File: config.mk
export PLATFORM = sky130hd
export DESIGN_NAME = flash_self_program_control
export DESIGN_NICKNAME = d
export VERILOG_FILES = /design/src/flash_ctrl_pkg.sv /design/src/flash_self_program_control.sv
export VERILOG_INCLUDE_DIRS = /design/src
export SDC_FILE = /design/constraint.sdc
export NUM_CORES = 1
export LEC_CHECK = 0
export ABC_CLOCK_PERIOD_IN_PS = 3000
export BUFFER_PORTS_ARGS = -buffer_cell sky130_fd_sc_hd__buf_2
export CELL_PAD_IN_SITES_DETAIL_PLACEMENT = 2
export CELL_PAD_IN_SITES_GLOBAL_PLACEMENT = 2
export CORE_AREA = 2 2 165 167
export CTS_CLUSTER_DIAMETER = 30
export CTS_CLUSTER_SIZE = 28
export DETAILED_ROUTE_END_ITERATION = 7
export DIE_AREA = 0 0 167 169
export GPL_TIMING_DRIVEN = 1
export MAX_ROUTING_LAYER = met4
export PLACE_DENSITY = 0.84
export SYNTH_ARGS = -nofsm -noshare
export SYNTH_HDL_FRONTEND = slang
export SYNTH_SLANG_ARGS = --single-unit
File: constraint.sdc
create_clock -name clk_sys_i -period 3 [get_ports clk_sys_i]
set_clock_uncertainty 0.05 [all_clocks]
set_input_delay 0.6 -clock clk_sys_i [delete_from_list [all_inputs] [get_ports clk_sys_i]]
set_output_delay 0.6 -clock clk_sys_i [all_outputs]
set_load 0.01 [all_outputs]
File: src/flash_ctrl_defines.svh
// Register offsets, field positions, codes and timing counts for the flash self-program controller
`ifndef FLASH_CTRL_DEFINES_SVH
`define FLASH_CTRL_DEFINES_SVH
`define REG_CONTROL 3'h0
`define REG_ADDR_HIGH 3'h1
`define REG_ADDR_LOW 3'h2
`define REG_UNLOCK_KEY 3'h3
`define REG_TABLE_PAGE 3'h4
`define BIT_START 15
`define BIT_WRITE_ENABLE_BIT 14
`define BIT_SEQERR 13
`define BIT_IDLE_SB 12
`define OP_PAGE_ERASE 4'h3
`define OP_DWORD_PROG 4'h1
`define KEY_FIRST 8'h55
`define KEY_SECOND 8'hAA
`define TBL_CFG_BIT 7
`define ERASE_CYCLES 20'h00400
`define PROG_CYCLES 20'h00100
`define WAKE_CYCLES 20'h00040
`define ZERO16 16'h0000
`define ZERO8 8'h00
`endif

File: src/flash_ctrl_pkg.sv
// Types shared by the flash self-program controller
package flash_ctrl_pkg;
  typedef struct packed {
    logic [2:0] addr;
    logic [15:0] wdata;
    logic wr;
    logic rd;
  } reg_req_t;
  typedef struct packed {
    logic [23:0] addr;
    logic [23:0] wdata;
    logic [23:0] wdata2;
    logic erase;
    logic prog;
    logic tbl_wr;
  } flash_cmd_t;
  typedef struct packed {
    logic [15:0] ea;
    logic high;
    logic byte_mode;
    logic rd;
    logic wr;
    logic [15:0] wdata;
  } table_req_t;
  typedef enum logic [1:0] {ST_IDLE, ST_BUSY, ST_WAKE} fsm_state_t;
endpackage

File: src/flash_self_program_control.sv
// Flash self-program controller: table access, unlock, control registers and operation timing
// Summary of operation
// - Table address is table page low byte joined to the effective address.
// - Low-word table accesses use program bits 15 to 0.
// - High-word table accesses use program bits 23 to 16.
// - Processor stalls while an erase or program runs.
// - Start bit 15 launches a timed operation; hardware clears it at end.
// - Program writes two adjacent words at a double-word aligned address; the code sends the program address with bits 1-0 set to 10.
// - Key writes 0x55 then 0xAA must precede any operation.
// - Address high gives upper eight bits, address low the lower sixteen.
// - Write-enable bit 14 permits operations when set, inhibits when clear.
// - Sequence-error bit 13 flags improper sequences or terminated operations.
// - Idle-standby bit 12 puts regulator in standby during Idle.
// - Select code 0011 erases a page, 0001 programs; others do nothing.
// - Enable, error and select reset on power-on; start also on brown-out.
// - Power-saving instruction is ignored while an operation runs.
// - Start bit can be set by software but never cleared by it.
// - Key register is write-only; unused bits and control bits 11-4 read zero.
// - With idle standby set, flash waits a wake delay after Idle.
// - Table page bit 7 selects user or configuration space.
// - High-word word read returns program bits 23-16 with upper byte zero.
// - Low-word byte read picks upper byte when byte select is one.
//
// The strobed register port and the register offsets were left to the implementer.
`timescale 1ns/1ps
`include "flash_ctrl_defines.svh"
module flash_self_program_control (
  input wire logic clk_sys_i, // 40 MHz system clock
  input wire logic arst_n_i, // Power-on reset, active low
  input wire logic bor_n_i, // Brown-out reset, active low, synchronous
  input wire flash_ctrl_pkg::reg_req_t reg_req_i, // Register bus request
  output logic [15:0] reg_rdata_o, // Register read data, one cycle later
  input wire flash_ctrl_pkg::table_req_t tbl_req_i, // Table read or write request
  output logic [15:0] tbl_rdata_o, // Table read data, two cycles later
  input wire logic [23:0] flash_rdata_i, // Flash array word at flash_addr_o
  output logic [23:0] flash_addr_o, // Flash array read address
  output flash_ctrl_pkg::flash_cmd_t flash_cmd_o, // Flash array command
  input wire logic idle_i, // Core is in Idle mode
  input wire logic power_save_instruction_req_i, // Core executes power-saving instruction
  output logic power_save_instruction_ok_o, // Power-saving instruction accepted
  output logic stall_o, // Processor stall
  output logic reg_standby_o, // Flash regulator standby
  output logic flash_space_cfg_o // Table page in configuration space
);
  import flash_ctrl_pkg::*;

  // Sequencer state
  fsm_state_t state;
  fsm_state_t next_state;
  // Control register fields
  logic start;
  logic write_enable_bit;
  logic seqerr;
  logic idle_sb;
  logic [3:0] opsel;
  // Target address and table page
  logic [7:0] addr_high;
  logic [15:0] addr_low;
  logic [7:0] table_page;
  // Key tracker, operation counter and Idle edge
  logic [1:0] key_stage;
  logic [19:0] count;
  logic [19:0] next_count;
  logic idle_d;
  // Double-word program latches, slot 0 even word, slot 1 odd word
  logic [23:0] latch [2];
  // Table read pipeline
  logic tbl_high_q;
  logic tbl_byte_q;
  logic tbl_bsel_q;
  logic tbl_rd_q;
  // Read data next values
  logic [15:0] next_rdata;
  logic [15:0] next_tbl_rdata;

  // Register decoding
  wire wr_ctl = reg_req_i.wr && (reg_req_i.addr == `REG_CONTROL);
  wire wr_key = reg_req_i.wr && (reg_req_i.addr == `REG_UNLOCK_KEY);
  // A start write only counts while the bit is clear
  wire start_req = wr_ctl && reg_req_i.wdata[`BIT_START] && !start;
  wire unlocked = (key_stage == 2'h2);
  wire [3:0] new_op = reg_req_i.wdata[3:0];
  // Only the two defined codes launch anything; every other code is a refused start
  wire new_erase = (new_op == `OP_PAGE_ERASE);
  wire new_prog = (new_op == `OP_DWORD_PROG);
  // Sequencer must be idle too: after a brown-out the bit is clear while the array is still busy
  wire start_ok = start_req && unlocked && reg_req_i.wdata[`BIT_WRITE_ENABLE_BIT]
                  && (new_erase || new_prog) && (state == ST_IDLE);
  wire start_bad = start_req && !start_ok;
  wire [23:0] target = {addr_high, addr_low};
  wire op_done = (state == ST_BUSY) && (count == 20'h00000);
  // Falling edge of Idle; idle_d resets low like the pin, so reset gives no false edge
  wire idle_exit = idle_d && !idle_i;

  // Table address from page and effective address
  wire [23:0] tbl_addr = {table_page, tbl_req_i.ea[15:1], 1'b0};

  // Key sequence tracker
  // A first key always restarts the sequence, so a stray write between keys cannot
  // leave a half-armed unlock behind; any other write drops back to locked
  function automatic logic [1:0] key_next(input logic [1:0] st, input logic kw, input logic anyw,
                                            input logic [7:0] kv);
    if (kw && kv == `KEY_FIRST)
      key_next = 2'h1;
    else if (kw && kv == `KEY_SECOND && st == 2'h1)
      key_next = 2'h2;
    else if (anyw)
      key_next = 2'h0;
    else
      key_next = st;
  endfunction

  // Cycle budget of the operation being launched
  function automatic logic [19:0] op_cycles(input logic erase);
    if (erase)
      op_cycles = `ERASE_CYCLES;
    else
      op_cycles = `PROG_CYCLES;
  endfunction

  // Operation sequencer
  // The counter is loaded at launch and run down to zero, so an operation lasts its
  // budget plus one cycle; the wake delay after Idle reuses the same counter
  always_comb
  begin
    next_state = state;
    next_count = count;
    case (state)
      ST_IDLE:
        if (start_ok)
        begin
          next_state = ST_BUSY;
          next_count = op_cycles(new_erase);
        end
        else if (idle_exit && idle_sb)
        begin
          next_state = ST_WAKE;
          next_count = `WAKE_CYCLES;
        end
      ST_BUSY:
        if (op_done)
          next_state = ST_IDLE;
        else
          next_count = count - 20'h00001;
      ST_WAKE:
        if (count == 20'h00000)
          next_state = ST_IDLE;
        else
          next_count = count - 20'h00001;
      default:
        next_state = ST_IDLE;
    endcase
  end

  // Register read selection
  // Decoded from the address alone; the read strobe gates the output register
  // The key register falls into the final branch and always reads zero
  always_comb
  begin
    next_rdata = `ZERO16;
    if (reg_req_i.addr == `REG_CONTROL)
      next_rdata = {start, write_enable_bit, seqerr, idle_sb, 8'h00, opsel};
    else if (reg_req_i.addr == `REG_ADDR_HIGH)
      next_rdata = {`ZERO8, addr_high};
    else if (reg_req_i.addr == `REG_ADDR_LOW)
      next_rdata = addr_low;
    else if (reg_req_i.addr == `REG_TABLE_PAGE)
      next_rdata = {`ZERO8, table_page};
    else
      next_rdata = `ZERO16;
  end

  // Table read data shaping
  // Mode bits are delayed one cycle to line up with the word the array returns
  // for the registered address; the phantom upper byte always reads zero
  always_comb
  begin
    next_tbl_rdata = `ZERO16;
    if (!tbl_high_q && !tbl_byte_q)
      next_tbl_rdata = flash_rdata_i[15:0];
    else if (!tbl_high_q)
      next_tbl_rdata = {`ZERO8, tbl_bsel_q ? flash_rdata_i[15:8] : flash_rdata_i[7:0]};
    else if (!tbl_byte_q || !tbl_bsel_q)
      next_tbl_rdata = {`ZERO8, flash_rdata_i[23:16]};
    else
      next_tbl_rdata = `ZERO16;
  end

  // Start bit, reset by power-on or brown-out
  // Brown-out clears only this bit; the other control fields survive it
  // A start is accepted only while idle, so it never meets the completion clear
  always_ff @(posedge clk_sys_i or negedge arst_n_i)
  begin
    if (!arst_n_i)
      start <= 1'b0;
    else if (!bor_n_i)
      start <= 1'b0;
    else if (start_ok)
      start <= 1'b1;
    else if (op_done)
      start <= 1'b0;
  end

  // Power-on-only control bits
  // Enable, select and idle-standby fields are frozen while the start bit is set so the running command cannot change;
  // a refused start or a cut operation sets the error flag and wins over a clear
  always_ff @(posedge clk_sys_i or negedge arst_n_i)
  begin
    if (!arst_n_i)
    begin
      write_enable_bit <= 1'b0;
      seqerr <= 1'b0;
      opsel <= 4'h0;
      idle_sb <= 1'b0;
    end
    else
    begin
      if (wr_ctl && !start)
      begin
        write_enable_bit <= reg_req_i.wdata[`BIT_WRITE_ENABLE_BIT];
        opsel <= reg_req_i.wdata[3:0];
        idle_sb <= reg_req_i.wdata[`BIT_IDLE_SB];
      end
      if (start_bad || (state == ST_BUSY && !bor_n_i))
        seqerr <= 1'b1;
      else if (start_ok)
        seqerr <= 1'b0;
      else if (wr_ctl)
        seqerr <= reg_req_i.wdata[`BIT_SEQERR];
    end
  end

  // Address, page, key and sequencer state
  // Address registers are cleared at reset as well, so early reads are defined
  always_ff @(posedge clk_sys_i or negedge arst_n_i)
  begin
    if (!arst_n_i)
    begin
      addr_high <= `ZERO8;
      addr_low <= `ZERO16;
      table_page <= `ZERO8;
      key_stage <= 2'h0;
      state <= ST_IDLE;
      count <= 20'h00000;
      idle_d <= 1'b0;
    end
    else
    begin
      if (reg_req_i.wr && reg_req_i.addr == `REG_ADDR_HIGH)
        addr_high <= reg_req_i.wdata[7:0];
      if (reg_req_i.wr && reg_req_i.addr == `REG_ADDR_LOW)
        addr_low <= reg_req_i.wdata;
      if (reg_req_i.wr && reg_req_i.addr == `REG_TABLE_PAGE)
        table_page <= reg_req_i.wdata[7:0];
      key_stage <= key_next(key_stage, wr_key, reg_req_i.wr, reg_req_i.wdata[7:0]);
      state <= next_state;
      count <= next_count;
      idle_d <= idle_i;
    end
  end

  // Table write latches hold the double word to program
  // Word-address bit 1 picks the slot; high writes fill bits 23-16, low writes 15-0
  for (genvar s = 0; s < 2; s++)
  begin : g_latch
    wire slot_hit = tbl_req_i.wr && (tbl_addr[1] == 1'(s));
    always_ff @(posedge clk_sys_i or negedge arst_n_i)
    begin
      if (!arst_n_i)
        latch[s] <= 24'h000000;
      else if (slot_hit)
        latch[s] <= tbl_req_i.high ? {tbl_req_i.wdata[7:0], latch[s][15:0]}
                                   : {latch[s][23:16], tbl_req_i.wdata};
    end
  end

  // Table read pipeline and data
  // Data read zero outside the answer cycle, so a stale word never looks like an answer
  always_ff @(posedge clk_sys_i or negedge arst_n_i)
  begin
    if (!arst_n_i)
    begin
      tbl_high_q <= 1'b0;
      tbl_byte_q <= 1'b0;
      tbl_bsel_q <= 1'b0;
      tbl_rd_q <= 1'b0;
      flash_addr_o <= 24'h000000;
      tbl_rdata_o <= `ZERO16;
    end
    else
    begin
      tbl_rd_q <= tbl_req_i.rd;
      tbl_high_q <= tbl_req_i.high;
      tbl_byte_q <= tbl_req_i.byte_mode;
      tbl_bsel_q <= tbl_req_i.ea[0];
      if (tbl_req_i.rd)
        flash_addr_o <= tbl_addr;
      tbl_rdata_o <= tbl_rd_q ? next_tbl_rdata : `ZERO16;
    end
  end

  // Outputs toward core and flash array
  // Command fields follow the current write every cycle; only the one-cycle erase
  // and program pulses mean anything. Stall comes from the next state so it rises
  // on the launch edge. Power-save is refused in any cycle in which the sequencer
  // is, or is about to become, busy or waking.
  always_ff @(posedge clk_sys_i or negedge arst_n_i)
  begin
    if (!arst_n_i)
    begin
      reg_rdata_o <= `ZERO16;
      flash_cmd_o <= '0;
      stall_o <= 1'b0;
      power_save_instruction_ok_o <= 1'b0;
      reg_standby_o <= 1'b0;
      flash_space_cfg_o <= 1'b0;
    end
    else
    begin
      reg_rdata_o <= reg_req_i.rd ? next_rdata : `ZERO16;
      flash_cmd_o.addr <= new_prog ? {target[23:2], 2'b10} : target;
      flash_cmd_o.wdata <= latch[0];
      flash_cmd_o.wdata2 <= latch[1];
      flash_cmd_o.erase <= start_ok && new_erase;
      flash_cmd_o.prog <= start_ok && new_prog;
      flash_cmd_o.tbl_wr <= tbl_req_i.wr;
      stall_o <= (next_state != ST_IDLE);
      power_save_instruction_ok_o <= power_save_instruction_req_i && (state == ST_IDLE) && (next_state == ST_IDLE);
      reg_standby_o <= idle_i && idle_sb && (state == ST_IDLE);
      flash_space_cfg_o <= table_page[`TBL_CFG_BIT];
    end
  end
endmodule // flash_self_program_control

==> impl_metrics.py <==
metrics = {
    "outcome": {
        "status": "completed",
    },
    "clocking": {
        "numCtsBuffers": 54,
        "clockBufferDepth": 3,
        "clk_latency_ps": 550,
        "path_clk_slew_ps": 50,
        "cts_tree": "done",
        "cts.sinks": 251,
        "htreeDepth": 2,
        "clockRootBuffer": "clkbuf_16",
    },
    "final_layout": {
        "final_cell_mix": "dfrtp_1 (251), buf_2 (218), mux2_2 (109)",
        "final_core_util": 0.487,
        "final_area_um2": 12900,
        "drive_gt1_frac": 0.458,
        "area_growth_pct": 37.6,
        "fillCellCount": 2511,
        "stdcell_count": 1333,
        "nets": 1041,
        "final_common_cell": "dfrtp_1",
        "num_antenna_cells": 0,
    },
    "synth": {
        "synth_cells": 680,
        "synth_flop_cell": "dfrtp_1",
        "synth_area_um2": 9370,
        "yosys-top-cells-area": "dfrtp_1 (67%), mux2_2 (13%), nand2_1 (1.8%)",
        "ys_ff_latch": 251,
        "synth_cell_type_count": 52,
        "yosysWarnings": 0,
        "synth_top_area_cell": "dfrtp_1",
        "syn-num-nets": 771,
        "synth_top_area_frac": 0.670,
        "synth_edf_count": 0,
        "async_flop_share": 1.00,
        "ys_seq_area_frac": 0.670,
        "syn_area_per_cell_um2": 13.8,
    },
    "global_route": {
        "grt_start_max_net_pins": 69,
        "grt_pass1_wl_um": 51600,
        "grtUsageTotal": 0.244,
        "grt_pass1_vias": 8143,
        "antenna_found_initial": 1,
        "overflow": 0,
    },
    "floorplan": {
        "pin_count": 221,
        "die_w_um": 167,
        "die_area_um2": 28200,
        "rows": 60,
        "core_area_um2": 26500,
        "die_h_um": 169,
        "start_util": 0.354,
    },
    "timing": {
        "fin_tns_setup_ps": 0,
        "rsz0062_at_grt": "false",
        "finalSetupViolCount": 0,
        "slew_headroom": 0.320,
        "hold_violations": 0,
        "max_slew.worst_pin.slew_ps": 1020,
        "min_period_ps": 2790,
        "post-route-period-util": 0.931,
        "slew_viol_final": 0,
        "fmax_mhz": 358,
    },
    "critical_path": {
        "slowest_stage": "or4b_1",
        "timing.rr.end": "start",
        "worstSetupStartpointType": "register",
        "critical_path.top_delay_family": "simple AND/OR/NAND/NOR gates",
        "crit-reg2reg-launch": "count[0]",
        "r2r_cells": 7,
        "worstPathArrival_ps": 3140,
        "critPathMaxFanout": 4,
        "critPathMaxStageDelay_ps": 590,
        "cp-end-kind": "register",
        "worstPathCellList": "inv_1 -> ha_1 -> or3b_4 -> or4b_1 -> or3_1 -> o41ai_1 -> a21boi_1",
        "r2r_slack_ps": 210,
        "path_depth": 7,
        "critPathBufInv": 1,
        "required_ps": 3340,
        "path_class": "register to register",
    },
    "routing": {
        "drc": 0,
        "ant_nets": 0,
        "vias_per_cell": 5.14,
        "dr.pass1.iters": 4,
        "routed-via-count": 6853,
        "drtIter0Drc": 285,
        "drt-total-wl_um": 33300,
        "post_drt_wl_per_cell_um": 25.0,
    },
    "worst_hold_path": {
        "hold_path_end": "tbl_bsel_q",
        "hp-class": "input port to register",
        "hold_start": "tbl_req_i[20]",
        "min_path_cells": 1,
    },
    "pwr": {
        "powerDensity_nw_per_um2": 996,
        "p_leak_nw": 6.14,
        "vdd_drop_max_mv": 0.654,
        "switching_share": 0.290,
        "sequentialPowerShare": 0.346,
        "combPwrFrac": 0.166,
        "p_int_mw": 9.13,
        "switchingPower_mw": 3.73,
        "clockPowerShare": 0.488,
    },
    "placement": {
        "numPortBuffers": 219,
        "dpl.hpwl_um": 20000,
        "gp_congestion": 0.768,
        "dp_cells": 1234,
        "placed_area_um2": 11000,
    },
    "flow_run": {
        "cap_viol_max_count": 0,
    },
}
-- worst reg2reg max path, cell delays in order (launching register included) --
cell      delay [ps]
dfrtp_1          390
inv_1             70
ha_1             190
or3b_4           400
or4b_1           590
or3_1            420
o41ai_1          370
a21boi_1         170
-- state kept, by name (all words and copies together) (netlist names), 2 cells and up --
signal,count
addr_low,16
count,20
table_page,8
opsel,4
reg_rdata_o,16
flash_addr_o,23
latch,48
tbl_rdata_o,16
flash_cmd_o,75
addr_high,8
state,2
key_stage,2
-- logic make-up after synthesis --
group                    Yosys count  synth area share
AND/OR/NAND/NOR                  181             0.105
flip-flops                       251             0.670
AO/OA/AOI/OAI                     83            0.0557
multiplexers                     121             0.144
buffers and inverters             38            0.0180
other                              1          0.000400
adder cells (fa/ha/maj)            5           0.00667
-- synth_stat cells (all sizes together) (9+ instances only) --
| cell type | count |
|---|---|
| nor2 | 29 |
| clkbuf | 21 |
| a31oi | 13 |
| and2 | 17 |
| nand3 | 15 |
| mux2i | 12 |
| mux2 | 109 |
| o21ai | 22 |
| nand2 | 44 |
| buf | 9 |
| dfrtp | 251 |
| a21oi | 25 |
| nor2b | 14 |
| nor3 | 10 |
-- layer usage --
| layer | vias up | track usage | part of all wire |
|---|---|---|---|
| met5 | - | - | 0 |
| met4 | 0 | 0.0776 | 0.026 |
| met3 | 68 | 0.0428 | 0.046 |
| met2 | 226 | 0.441 | 0.54 |
| met1 | 3618 | 0.276 | 0.39 |
| li1 | 2941 | - | - |
-- area by class of cell --
type	count	area (um2)	share of cell area
clock buffers	62	1410	0.109
repair buffers	244	1320	0.102
inverters	8	30.0	0.00233
multi-input cells	391	2930	0.227
flip-flops and latches	251	6280	0.487
clock inverters	36	499	0.0387
well taps	341	427	0.0331
-- how the worst max path moves through the flow --
stage | end | slack (ps) | from
floorplan | count[8] | 510 | count[0]
CTS | count[17] | 60 | count[0]
global placement | count[8] | 200 | count[0]
global route | count[13] | 120 | count[1]
finish | start | 210 | count[0]
detailed placement | count[19] | 100 | count[0]
-- through the flow --
stage | setup WS, ps | hold WS, ps | power (mW)
2_1_floorplan | 510 | 254 | 5.52
3_3_place_gp | 205 | 304 | 6.33
3_5_place_dp | 97.6 | 307 | 6.51
4_1_cts | 58.2 | 105 | 13.0
5_1_grt | 122 | 109 | 13.4
6_report | 207 | 125 | 12.9
-- power groups by stage --
stage               logic [mW]  clock network [mW]  registers (mW)
detailed placement        2.05                   0            4.46
global placement          1.95                   0            4.38
finish                    2.13                6.27            4.45
floorplan                 1.05                   0            4.47
CTS                       2.16                6.37            4.46
global route              2.33                6.53            4.52
-- repair_timing --
action                                  CTS  global route
resized for setup                         0             1
endpoints found under the hold margin    57             0
buffers inserted                          0             0
hold buffers                              1             0
endpoints found under the setup margin    0            10
No activity file was read; power rests on OpenSTA's default activity.
